===== src/hw/sigmod_pkg.sv =====
// Shared constants, register layout and signal bundles of the signal modulator
package sigmod_pkg;

	// ------------------------------------------------------------
	// Register indexes and byte addresses
	// ------------------------------------------------------------
	localparam logic [15:0] SIGMOD_IDX_CON0 = 16'h0897;
	localparam logic [15:0] SIGMOD_IDX_CON1 = 16'h0898;
	localparam logic [15:0] SIGMOD_IDX_SRC = 16'h0899;
	localparam logic [15:0] SIGMOD_IDX_CARRIER_LOW = 16'h089a;
	localparam logic [15:0] SIGMOD_IDX_CARRIER_HIGH = 16'h089b;
	localparam logic [15:0] SIGMOD_ADDR_CON0 = {SIGMOD_IDX_CON0[13:0], 2'h0};
	localparam logic [15:0] SIGMOD_ADDR_CON1 = {SIGMOD_IDX_CON1[13:0], 2'h0};
	localparam logic [15:0] SIGMOD_ADDR_SRC = {SIGMOD_IDX_SRC[13:0], 2'h0};
	localparam logic [15:0] SIGMOD_ADDR_CARRIER_LOW = {SIGMOD_IDX_CARRIER_LOW[13:0], 2'h0};
	localparam logic [15:0] SIGMOD_ADDR_CARRIER_HIGH = {SIGMOD_IDX_CARRIER_HIGH[13:0], 2'h0};

	// ------------------------------------------------------------
	// Field positions
	// ------------------------------------------------------------
	localparam int SIGMOD_CON0_EN = 7;
	localparam int SIGMOD_CON0_OUT = 5;
	localparam int SIGMOD_CON0_OUTPUT_INVERT = 4;
	localparam int SIGMOD_CON0_BIT = 0;
	localparam int SIGMOD_CON1_CARRIER_HIGH_INVERT = 5;
	localparam int SIGMOD_CON1_CARRIER_HIGH_SYNC = 4;
	localparam int SIGMOD_CON1_CARRIER_LOW_INVERT = 1;
	localparam int SIGMOD_CON1_CARRIER_LOW_SYNC = 0;
	localparam int SIGMOD_SRC_W = 5;
	localparam int SIGMOD_CAR_W = 4;
	localparam int SIGMOD_SYNC_STAGES = 3;

	// ------------------------------------------------------------
	// Source select codes
	// ------------------------------------------------------------
	localparam logic [4:0] SIGMOD_SRC_PIN = 5'h00;
	localparam logic [4:0] SIGMOD_SRC_SWBIT = 5'h01;
	localparam logic [4:0] SIGMOD_SRC_LAST = 5'h11;
	localparam logic [3:0] SIGMOD_CAR_PIN = 4'h0;
	localparam logic [3:0] SIGMOD_CAR_SYSCLK = 4'h1;
	localparam logic [3:0] SIGMOD_CAR_FASTOSC = 4'h2;
	localparam logic [3:0] SIGMOD_CAR_REFCLK = 4'h3;
	localparam logic [3:0] SIGMOD_CAR_RSVD = 4'hf;

	// ------------------------------------------------------------
	// Bundles
	// ------------------------------------------------------------
	typedef struct packed {
		logic [1:0] sync_sdo;
		logic serial_tx;
		logic [3:0] logic_cell;
		logic [1:0] comparator;
		logic nco;
		logic [1:0] pwm;
		logic [3:0] compare;
		logic ref_clk;
		logic fast_osc;
		logic system_clock;
		logic carrier_low_pin;
		logic carrier_high_pin;
		logic mod_pin;
	} sigmod_src_t;

	typedef struct packed {
		logic en;
		logic output_invert;
		logic swbit;
		logic carrier_high_invert;
		logic carrier_high_sync;
		logic carrier_low_invert;
		logic carrier_low_sync;
		logic [4:0] src;
		logic [3:0] carrier_high_select_field;
		logic [3:0] carrier_low_select_field;
	} sigmod_cfg_t;

	localparam sigmod_cfg_t SIGMOD_CFG_RESET = '0;

endpackage


===== src/hw/sigmod_sync.sv =====
// Three-stage input synchroniser with agreement filter, one lane per bit
module sigmod_sync #(
	parameter int WIDTH = 1
) (
	// Clock and reset
	input wire logic clk,
	input wire logic reset_n,
	input wire logic clk_en,
	// Signals
	input wire logic [WIDTH-1:0] async_in,
	output logic [WIDTH-1:0] sync_out
);

	logic [WIDTH-1:0] s1_reg, s2_reg, s3_reg, out_reg;
	logic [WIDTH-1:0] out_next;

	// A lane changes only once stages two and three agree
	always_comb begin
		out_next = (s2_reg & s3_reg) | (out_reg & (s2_reg | s3_reg));
	end

	always_ff @(posedge clk or negedge reset_n) begin
		if (!reset_n) begin
			s1_reg <= '0;
			s2_reg <= '0;
			s3_reg <= '0;
			out_reg <= '0;
		end else if (clk_en) begin
			s1_reg <= async_in;
			s2_reg <= s1_reg;
			s3_reg <= s2_reg;
			out_reg <= out_next;
		end
	end

	assign sync_out = out_reg;

endmodule // sigmod_sync


===== src/hw/sigmod_top.sv =====
// Signal modulator: APB registers, source selection, carrier sync and output
module sigmod_top (
	// Clock and reset
	input wire logic clk,
	input wire logic reset_n,
	input wire logic clk_en,
	// Power management
	input wire logic modulator_power_down_bit,
	// APB slave
	input wire logic psel,
	input wire logic penable,
	input wire logic pwrite,
	input wire logic [15:0] paddr,
	input wire logic [31:0] pwdata,
	output logic [31:0] prdata,
	output logic pready,
	output logic pslverr,
	// Signal sources
	input wire sigmod_pkg::sigmod_src_t source_in,
	// Modulated output
	output logic modulated_output_pin
);

	// ------------------------------------------------------------
	// Declarations
	// ------------------------------------------------------------
	localparam int SRC_BITS = $bits(sigmod_pkg::sigmod_src_t);

	sigmod_pkg::sigmod_cfg_t cfg_reg, cfg_next;
	sigmod_pkg::sigmod_src_t src_sync;
	logic [SRC_BITS-1:0] src_sync_bits;
	logic ack_reg, ack_next;
	logic [31:0] prdata_reg, prdata_next;
	logic pslverr_reg, pslverr_next;
	logic sel_high_reg, sel_high_next;
	logic carrier_high_prev_reg, carrier_high_prev_next;
	logic carrier_low_prev_reg, carrier_low_prev_next;
	logic out_reg, out_next;
	logic addr_hit;
	logic access;
	logic wr_fire;
	logic [7:0] rd_byte;
	logic mod_raw;
	logic [17:0] mod_vec;
	logic [13:0] car_vec;
	logic [14:0] carrier_high_vec, carrier_low_vec;
	logic carrier_high_raw;
	logic carrier_low_raw;
	logic carrier_high_eff;
	logic carrier_low_eff;
	logic carrier_high_fall;
	logic carrier_low_fall;
	logic pd;

	assign pd = modulator_power_down_bit;

	// ------------------------------------------------------------
	// Input synchronisers
	// ------------------------------------------------------------
	// Sampling on clk assumes clk keeps running in sleep; a source faster
	// than half the clk rate is aliased, not mixed
	sigmod_sync #(.WIDTH(SRC_BITS)) u_sync (
		.clk(clk),
		.reset_n(reset_n),
		.clk_en(clk_en),
		.async_in(source_in),
		.sync_out(src_sync_bits)
	);

	assign src_sync = sigmod_pkg::sigmod_src_t'(src_sync_bits);

	// ------------------------------------------------------------
	// APB slave
	// ------------------------------------------------------------
	// One wait state: first access cycle loads read data, second completes
	assign access = psel & penable;
	assign wr_fire = access & ack_reg & pwrite;

	always_comb begin
		addr_hit = 1'b1;
		rd_byte = 8'h00;
		case (paddr)
			sigmod_pkg::SIGMOD_ADDR_CON0: begin
				rd_byte[sigmod_pkg::SIGMOD_CON0_EN] = cfg_reg.en;
				rd_byte[sigmod_pkg::SIGMOD_CON0_OUT] = out_reg;
				rd_byte[sigmod_pkg::SIGMOD_CON0_OUTPUT_INVERT] = cfg_reg.output_invert;
				rd_byte[sigmod_pkg::SIGMOD_CON0_BIT] = cfg_reg.swbit;
			end
			sigmod_pkg::SIGMOD_ADDR_CON1: begin
				rd_byte[sigmod_pkg::SIGMOD_CON1_CARRIER_HIGH_INVERT] = cfg_reg.carrier_high_invert;
				rd_byte[sigmod_pkg::SIGMOD_CON1_CARRIER_HIGH_SYNC] = cfg_reg.carrier_high_sync;
				rd_byte[sigmod_pkg::SIGMOD_CON1_CARRIER_LOW_INVERT] = cfg_reg.carrier_low_invert;
				rd_byte[sigmod_pkg::SIGMOD_CON1_CARRIER_LOW_SYNC] = cfg_reg.carrier_low_sync;
			end
			sigmod_pkg::SIGMOD_ADDR_SRC: rd_byte[4:0] = cfg_reg.src;
			sigmod_pkg::SIGMOD_ADDR_CARRIER_LOW: rd_byte[3:0] = cfg_reg.carrier_low_select_field;
			sigmod_pkg::SIGMOD_ADDR_CARRIER_HIGH: rd_byte[3:0] = cfg_reg.carrier_high_select_field;
			default: addr_hit = 1'b0;
		endcase
	end

	always_comb begin
		ack_next = access & ~ack_reg;
		prdata_next = prdata_reg;
		pslverr_next = pslverr_reg;
		if (access && !ack_reg) begin
			prdata_next = pwrite ? 32'h0000_0000 : {24'h00_0000, rd_byte};
			pslverr_next = ~addr_hit;
		end
	end

	assign prdata = prdata_reg;
	assign pready = ack_reg;
	assign pslverr = pslverr_reg & ack_reg;

	// ------------------------------------------------------------
	// Configuration registers
	// ------------------------------------------------------------
	always_comb begin
		cfg_next = cfg_reg;
		if (pd) begin
			cfg_next = sigmod_pkg::SIGMOD_CFG_RESET;
		end else if (wr_fire) begin
			case (paddr)
				sigmod_pkg::SIGMOD_ADDR_CON0: begin
					// Selections sit in other registers, so a disable keeps them
					cfg_next.en = pwdata[sigmod_pkg::SIGMOD_CON0_EN];
					cfg_next.output_invert = pwdata[sigmod_pkg::SIGMOD_CON0_OUTPUT_INVERT];
					cfg_next.swbit = pwdata[sigmod_pkg::SIGMOD_CON0_BIT];
				end
				sigmod_pkg::SIGMOD_ADDR_CON1: begin
					cfg_next.carrier_high_invert = pwdata[sigmod_pkg::SIGMOD_CON1_CARRIER_HIGH_INVERT];
					cfg_next.carrier_high_sync = pwdata[sigmod_pkg::SIGMOD_CON1_CARRIER_HIGH_SYNC];
					cfg_next.carrier_low_invert = pwdata[sigmod_pkg::SIGMOD_CON1_CARRIER_LOW_INVERT];
					cfg_next.carrier_low_sync = pwdata[sigmod_pkg::SIGMOD_CON1_CARRIER_LOW_SYNC];
				end
				sigmod_pkg::SIGMOD_ADDR_SRC: cfg_next.src = pwdata[4:0];
				sigmod_pkg::SIGMOD_ADDR_CARRIER_LOW: cfg_next.carrier_low_select_field = pwdata[3:0];
				sigmod_pkg::SIGMOD_ADDR_CARRIER_HIGH: cfg_next.carrier_high_select_field = pwdata[3:0];
				default: cfg_next = cfg_reg;
			endcase
		end
	end

	// ------------------------------------------------------------
	// Source multiplexers
	// ------------------------------------------------------------
	// Inputs laid out in select-code order, so one index serves every code up to the last entry
	assign mod_vec = {src_sync.sync_sdo, src_sync.serial_tx, src_sync.logic_cell,
		src_sync.comparator, src_sync.nco, src_sync.pwm, src_sync.compare, cfg_reg.swbit,
		src_sync.mod_pin};
	assign car_vec = {src_sync.logic_cell, src_sync.nco, src_sync.pwm, src_sync.compare,
		src_sync.ref_clk, src_sync.fast_osc, src_sync.system_clock};
	assign carrier_high_vec = {car_vec, src_sync.carrier_high_pin};
	assign carrier_low_vec = {car_vec, src_sync.carrier_low_pin};

	// Codes past the last entry must not index the vectors
	assign mod_raw = (cfg_reg.src > sigmod_pkg::SIGMOD_SRC_LAST) ? 1'b0 :
		mod_vec[cfg_reg.src];
	assign carrier_high_raw = (cfg_reg.carrier_high_select_field == sigmod_pkg::SIGMOD_CAR_RSVD) ? 1'b0 :
		carrier_high_vec[cfg_reg.carrier_high_select_field];
	assign carrier_low_raw = (cfg_reg.carrier_low_select_field == sigmod_pkg::SIGMOD_CAR_RSVD) ? 1'b0 :
		carrier_low_vec[cfg_reg.carrier_low_select_field];
	assign carrier_high_eff = carrier_high_raw ^ cfg_reg.carrier_high_invert;
	assign carrier_low_eff = carrier_low_raw ^ cfg_reg.carrier_low_invert;

	// ------------------------------------------------------------
	// Carrier switching and output
	// ------------------------------------------------------------
	assign carrier_high_fall = carrier_high_prev_reg & ~carrier_high_eff;
	assign carrier_low_fall = carrier_low_prev_reg & ~carrier_low_eff;

	always_comb begin
		sel_high_next = sel_high_reg;
		carrier_high_prev_next = carrier_high_eff;
		carrier_low_prev_next = carrier_low_eff;
		out_next = 1'b0;
		if (pd) begin
			sel_high_next = 1'b0;
			carrier_high_prev_next = 1'b0;
			carrier_low_prev_next = 1'b0;
		end else begin
			if (!cfg_reg.en) begin
				sel_high_next = mod_raw;
			end else if (sel_high_reg && !mod_raw) begin
				// Without sync a high pulse may be cut short at the switch
				if (!cfg_reg.carrier_high_sync || carrier_high_fall) begin
					sel_high_next = 1'b0;
				end
			end else if (!sel_high_reg && mod_raw) begin
				if (!cfg_reg.carrier_low_sync || carrier_low_fall) begin
					sel_high_next = 1'b1;
				end
			end
			if (cfg_reg.en) begin
				// Active carrier gated by the modulator or its complement
				out_next = (sel_high_next ? carrier_high_eff : carrier_low_eff) ^ cfg_reg.output_invert;
			end
		end
	end

	assign modulated_output_pin = out_reg;

	// ------------------------------------------------------------
	// State registers
	// ------------------------------------------------------------
	always_ff @(posedge clk or negedge reset_n) begin
		if (!reset_n) begin
			cfg_reg <= sigmod_pkg::SIGMOD_CFG_RESET;
			ack_reg <= 1'b0;
			prdata_reg <= 32'h0000_0000;
			pslverr_reg <= 1'b0;
			sel_high_reg <= 1'b0;
			carrier_high_prev_reg <= 1'b0;
			carrier_low_prev_reg <= 1'b0;
			out_reg <= 1'b0;
		end else if (clk_en) begin
			cfg_reg <= cfg_next;
			ack_reg <= ack_next;
			prdata_reg <= prdata_next;
			pslverr_reg <= pslverr_next;
			sel_high_reg <= sel_high_next;
			carrier_high_prev_reg <= carrier_high_prev_next;
			carrier_low_prev_reg <= carrier_low_prev_next;
			out_reg <= out_next;
		end
	end

	logic run;
	assign run = clk_en & cfg_reg.en & ~pd;
endmodule // sigmod_top

===== config.mk =====
export PLATFORM = sky130hd
export DESIGN_NAME = sigmod_top
export DESIGN_NICKNAME = d
export VERILOG_FILES = /design/src/hw/sigmod_pkg.sv /design/src/hw/sigmod_sync.sv /design/src/hw/sigmod_top.sv
export SDC_FILE = /design/constraint.sdc
export NUM_CORES = 1
export LEC_CHECK = 0
export ABC_AREA = 1
export BUFFER_PORTS_ARGS = -buffer_cell sky130_fd_sc_hd__buf_2
export CAP_MARGIN = 15
export CORE_MARGIN = 2
export CORE_UTILIZATION = 55
export CTS_CLUSTER_DIAMETER = 80
export CTS_CLUSTER_SIZE = 16
export DETAILED_ROUTE_END_ITERATION = 10
export GPL_ROUTABILITY_DRIVEN = 1
export PLACE_DENSITY_LB_ADDON = 0.3
export SYNTH_ARGS = -nofsm -noshare
export SYNTH_HDL_FRONTEND = slang
export SYNTH_SLANG_ARGS = --single-unit

===== constraint.sdc =====
create_clock -name clk -period 4.7 [get_ports clk]
set_clock_uncertainty 0.05 [all_clocks]
set_input_delay 0 -clock clk [delete_from_list [all_inputs] [get_ports clk]]
set_output_delay 0 -clock clk [all_outputs]
set_load 0.01 [all_outputs]

==> Word level (Yosys, flattened, before mapping) <==
Index checks and enable logic that the tools add are counted.
{ "classes": {"order_cmp": 4, "n_eq_ne": 7, "n_mux": 36, "n_bitwise": 18, "reduce_logical": 23} }
{ "op_table": {"columns": ["cell", "count"], "rows": [
  ["16-bit by 14-bit equality test with 1-bit output, second input constant", 5],
  ["22-bit AND", 2],
  ["22-bit OR", 2],
  ["20-bit two-way mux", 2],
  ["1-bit two-way mux", 20],
  ["3-bit AND reduction", 5],
  ["4-bit two-way mux", 3],
  ["2-bit nonzero test", 6],
  ["4-bit by 5-bit < comparator with 1-bit output, second input constant", 2],
  ["1-bit binary-select mux with 4-bit select", 2],
  ["4-bit equality test, second input constant", 2],
  ["8-bit two-way mux", 1],
  ["1-bit AND", 7],
  ["5-bit by 6-bit < comparator with 1-bit output, second input constant", 1],
  ["2-bit case mux with 3 select lines", 1],
  ["1-bit binary-select mux with 5-bit select", 1],
  ["5-bit greater-than comparator, second input constant", 1],
  ["1-bit logical NOT", 5],
  ["5-bit two-way mux", 1],
  ["1-bit case mux with 5 select lines", 1],
  ["5-bit OR reduction", 1],
  ["1-bit inverter", 4],
  ["1-bit case mux with 4 select lines", 1],
  ["1-bit logical AND", 3],
  ["6 further kinds", 9]
]} }
{ "word_totals": {"reg_bits": 146, "in_bits": 77, "output_inout_bits": 35, "word_cells": 109} }

==> Logic depth before layout (Yosys ltp) <==
{ "logic_depth": {"depth_word": 16, "ltp_mapped": 17, "depth_no_buf": 16} }

==> Modules after synthesis <==
From an unflattened synthesis, not the netlist that was laid out.
{ "unflattened": {"cells_unflattened": 822, "hier_area_um2": 6331.1} }
{ "modules_own_cells": {"columns": ["module", "instances", "cells_each", "area_per_inst_um2", "seq_area_each_um2"], "rows": [
  ["sigmod_sync", 1, 460, 3878.7, 2202.1],
  ["sigmod_top", 1, 362, 2452.4, 825.8]
]} }

==> Worst setup path after synthesis <==
No wires, ideal clock.
{ "synth_path": {"kind": "reg-to-reg", "startpoint": "register cfg_reg[6] (netlist name)", "endpoint": "register out_reg (netlist: modulated_output_pin)", "arrival_ps": 1384, "setup_slack_ps": 3149, "stages_incl_launch_ff": 18, "period_less_slack_ps": 1551, "cell_sequence": "dfrtp_1 -> buf_6 -> inv_4 -> nand3_1 -> nand2_1 -> inv_1 -> nand2_1 -> nand3_1 -> nand2_1 -> nand2_1 -> nand3_1 -> nand2_1 -> nand2_2 -> nand2_2 -> nand2_1 -> nand3_1 -> nand3_1 -> nand2_1"} }
{ "synth_via": {"elab_chain_len": 15, "word_cells_on_any_way": 16, "cone_classes": "eq/ne (1); mux (10); bitwise (4); reduce/logical (1)"} }
{ "synth_lines": {"columns": ["element", "line", "rtl"], "rows": [
  ["from (decl)", "sigmod_top.sv:29", "sigmod_pkg::sigmod_cfg_t cfg_reg, cfg_next;"],
  ["from (signal assigned)", "sigmod_top.sv:209", "cfg_reg <= sigmod_pkg::SIGMOD_CFG_RESET;"],
  ["from (signal assigned)", "sigmod_top.sv:218", "cfg_reg <= cfg_next;"],
  ["1-bit binary-select mux with 4-bit select", "sigmod_top.sv:161", "carrier_high_vec[cfg_reg.carrier_high_select_field];"],
  ["1-bit two-way mux (implied by the code)", "sigmod_top.sv:161", null],
  ["1-bit two-way mux (*)", "sigmod_top.sv:160", "assign carrier_high_raw = (cfg_reg.carrier_high_select_field == sigmod_pkg::SIGMOD_CAR_RSVD) ? 1'b0 :"],
  ["1-bit XOR (*)", "sigmod_top.sv:164", "assign carrier_high_eff = carrier_high_raw ^ cfg_reg.carrier_high_invert;"],
  ["1-bit inverter", "sigmod_top.sv:170", "assign carrier_high_fall = carrier_high_prev_reg & ~carrier_high_eff;"],
  ["1-bit AND", "sigmod_top.sv:170", null],
  ["1-bit logical OR", "sigmod_top.sv:187", "if (!cfg_reg.carrier_high_sync || carrier_high_fall) begin"],
  ["1-bit two-way mux", "sigmod_top.sv:187", null],
  ["1-bit two-way mux", "sigmod_top.sv:185", "end else if (sel_high_reg && !mod_raw) begin"],
  ["1-bit two-way mux", "sigmod_top.sv:183", "if (!cfg_reg.en) begin"],
  ["1-bit two-way mux", "sigmod_top.sv:178", "if (pd) begin"],
  ["1-bit two-way mux (*)", "sigmod_top.sv:197", "out_next = (sel_high_next ? carrier_high_eff : carrier_low_eff) ^ cfg_reg.output_invert;"],
  ["1-bit XOR (*)", "sigmod_top.sv:197", null],
  ["1-bit two-way mux (*)", "sigmod_top.sv:195", "if (cfg_reg.en) begin"],
  ["1-bit two-way mux (*)", "sigmod_top.sv:178", null],
  ["to (signal assigned)", "sigmod_top.sv:225", "out_reg <= out_next;"],
  ["to (decl)", "sigmod_top.sv:38", "logic out_reg, out_next;"]
]} }
Mark *: on every way between the ends. The rest lies on a longest branch, timed or not. The select of a mux whose other input is x is not followed.
A chain may end at the register's enable or synchronous reset.

==> Worst setup path after layout <==
{ "layout_path": {"startpoint": "input paddr[7]", "endpoint": "register cfg_reg[19] (netlist name)"} }
{ "layout_via": {"elab_chain_len": 3} }
{ "layout_lines": {"columns": ["element", "line", "rtl"], "rows": [
  ["from (decl)", "sigmod_top.sv:13", "input wire logic [15:0] paddr,"],
  ["16-bit by 14-bit equality test with 1-bit output", "sigmod_top.sv:124", "case (paddr)"],
  ["2-bit nonzero test (no line)", null, null],
  ["3-bit AND reduction (no line)", null, null]
]} }
Every way passes these cells.

==> impl_results.md <==
* Mapped Avg Cell Area at between 8 and 9 µm²
* Antenna diodes at 0
* Switching pwr at between 800 and 900 µW
* Post-synthesis mux area share at 0%
* LEAKAGE at 3.53 nW
* Root Buffer: clkbuf_8
* Die X-Extent at roughly 110 µm
* H-Tree Depth at 4
* Yosys warning count at 0
* Arrival @ worst endpoint at 3130 ps
* Vias in the first global route at 4770
* Max frequency at between 0.3 and 0.4 GHz
* Port Buf Inserts at 61
* Cell Pwr Density at between 400 and 500 nW/µm²
* CP Buf/Inv Count at 5
* Post_cts resized at 0
* Slew HR at a little over two fifths
* Library cells used by synthesis at 35
* Startpoint Class: primary input
* Io pins at approximately 110
* Min Tclk post-route at between 2000 and 3000 ps
* CTS sink cnt at about 120
* Setup TNS at 0 ps
* Sw frac at between 20% and 30%
* Largest family of logic cells by synthesized area: simple AND/OR/NAND/NOR gates
* Final setup fails at 0
* FFs w/ async S/R, synth at 100%
* Die Ht at 106 µm
* Router iterations before antenna repair at 6
* Clock share of power at 43.0%
* Area of the mapped netlist at ~5700 µm²
* Cell Chain, Critical Path: dlygate4sd3_1, buf_2, nor2_2, dlygate4sd3_1, nand4_2, a21oi_1, nand3_1, dlygate4sd3_1, o21ai_0, dlygate4sd3_1
* Register area share after synthesis at roughly 53%
* DRT iter0 DRCs at 333
* Main synth FF type: dfrtp_1
* DRC viols at 0
* Vias/cell at 5.18
* Cell repeated most along the worst path: dlygate4sd3_1
* Outcome: completed
* CTS Buf Count at 17
* Crit path max-delay family: buffers and inverters
* Combinational power share at between 10% and 20%
* Peak supply drop at about 230 µV
* Remaining global-route overflow at 0
* Core ar. at a little over 10000 µm²
* WL per Instance at 14.0 µm
* Cell Int Power at around 2.2 mW
* Synth-to-Final Area Change at 23.4%
* Crit end category: flop
* Rows at 37
* Tot Pwr at approximately 3.0 mW
* Buffer count from post-CTS setup fixing at 0
* Critical path class: primary input to flop
* Starting Density at a little under three fifths
* TritonCTS clock tree: yes
* Tot GR Track Use at about a quarter
* Complex-gate fraction of the synthesized area at between 10 and 15%
* Via Count at roughly 5000
* Max-cap violations at 0
* Max-slew violations at 0
* Post-Synth Simple-Gate Area at between 20% and 30%
* First-pass GRT wire length at 22600 µm
* Pin count of the biggest net entering global routing at 91
* Post-route antenna net violation count at 0
* Hold Path Class: primary input to flop
* Cells after DPL at ~870
* Post-DP HPWL at ~8300 µm
* RSZ-0062 raised after global routing: no
* Clk slew on worst S/H paths at around 60 ps
* #FFs+latches synth at between 100 and 150
* Hold Violations, Final at 0
* CP max-delay cell: dlygate4sd3_1
* Worst endpoint required time at between 5000 and 6000 ps
* Post-synthesis adder-cell area fraction at 0%
* Synth Instances at about 700
* Nets at between 800 and 900
* Drt total wl at roughly 13000 µm
* Post-synthesis xor/xnor area fraction at 0%
* CTS Buffer Depth at 2
* Worst skew pair latency at roughly 520 ps
* Slew of the pin with the lowest slew margin at between 800 and 900 ps
* Initial antenna violation count at 0
* Finished Layout Cells at between 900 and 1000
* Number of synthesized flops with an enable pin at 0
* Hold_buf cts at 47
* Routability cong. at about 0.92
* Die area at 11200 µm²
* Crit-path max FO at 6
* Layout cell share with drive strength beyond 1 at 14.3%
* Final Cycle Share at 58.0%
* Seq pwr share at 43.0%
* Max stage delay on crit path at approximately 580 ps
## power by group through the flow
stage                     Sequential, mW  Combinational [mW]  Clock [mW]
after CTS                           1.31               0.431        1.33
after floorplan                     1.27               0.325           0
after global placement              1.31               0.381           0
after global routing                1.33               0.499        1.38
final                               1.31               0.428        1.31
after detailed placement            1.32               0.397           0
## worst reg2reg max path: cells and delay by family (launching register included)
family                 cells  cell delay, ps
DFF                        1             430
and+or+nand+nor            2             370
buffers and inverters      3            1230
AOI/OAI and AO/OA          3             480
## placed cells by master, fill, tap and decap left out, types with 4 or more instances in the layout
| master | n |
|---|---|
| a21oi_1 | 7 |
| buf_2 | 60 |
| buf_4 | 4 |
| clkbuf_16 | 16 |
| clkbuf_8 | 4 |
| conb_1 | 25 |
| dfrtp_1 | 121 |
| dlygate4sd3_1 | 47 |
| inv_1 | 55 |
| nand2_1 | 223 |
| nand2_2 | 7 |
| nand3_1 | 41 |
| nor2_1 | 51 |
| nor2_2 | 4 |
| nor3_1 | 4 |
| o211ai_1 | 27 |
| o21ai_0 | 65 |
| o21ai_1 | 8 |
| o22ai_1 | 6 |
## routing by layer
| layer | routed length (µm) | vias to the layer above | track usage, % |
|---|---|---|---|
| met5 | 0 | - | 0 |
| met4 | 235 | 0 | 7.71 |
| met3 | 612 | 27 | 6.44 |
| met2 | 6470 | 153 | 42.4 |
| met1 | 5960 | 2307 | 33.4 |
| li1 | - | 2423 | - |
## path summary, 6_finish.rpt
| check | from | end | slack, ps | cells past startpoint |
|---|---|---|---|---|
| max reg2reg | pready | cfg_reg[19] | 2090 | 8 |
| max in group asynchronous | reset_n | u_sync.sync_out[5] | 3350 | 3 |
| min in group asynchronous | reset_n | cfg_reg[0] | 60 | 2 |
| min reg2reg | u_sync.s1_reg[10] | u_sync.s1_reg[10] | 420 | 2 |
| min | paddr[5] | prdata[5] | 30 | 5 |
| max | paddr[7] | cfg_reg[19] | 1970 | 10 |
## stage by stage
stage | util [%] | hold slack [ps] | setup WS (ps) | instance area (µm²)
2_1_floorplan | - | -346 | 3150 | 5810
3_3_place_gp | 58.5 | 70.7 | 2740 | 5990
3_5_place_dp | 58.5 | 85.8 | 2680 | 5990
4_1_cts | 69.0 | 12.9 | 2060 | 7060
5_1_grt | 69.0 | 32.4 | 1850 | 7060
6_report | 69.0 | 26.1 | 1970 | 7060
## layout make-up
cell class                 count  area [µm²]
timing repair buffer         111         801
clock buffer                  21         459
fill                         798        3170
tap                          136         170
clock inverter                11         145
inverter                      61         236
sequential                   121        3030
multi-input combinational    487        2220
## Yosys cell counts (2+ instances only)
cell | count | area share, %
clkbuf_1 | 14 | 0.92
buf_2 | 2 | 0.17
buf_1 | 4 | 0.26
nand3_1 | 41 | 3.6
o211ai_1 | 27 | 3.5
buf_6 | 4 | 0.79
nor3_1 | 4 | 0.35
a22o_1 | 3 | 0.46
dfrtp_1 | 121 | 53
inv_4 | 3 | 0.33
inv_2 | 3 | 0.20
nand2_2 | 7 | 0.76
inv_1 | 55 | 3.6
o22ai_1 | 6 | 0.66
o21ai_0 | 65 | 5.7
nand2_1 | 223 | 15
nand4_1 | 2 | 0.22
a21oi_1 | 7 | 0.61
nand3b_1 | 2 | 0.26
nor2_2 | 4 | 0.44
o21ai_1 | 8 | 0.70
o221ai_1 | 2 | 0.31
buf_4 | 27 | 3.5
nor2_1 | 51 | 3.3
## cells by family after synthesis
family,count (synthesis)
other,1
AO/OA/AOI/OAI,125
AND/OR/NAND/NOR,337
flip-flops,121
buffers and inverters,112
Note: power is estimated with default switching activity, not from simulation.
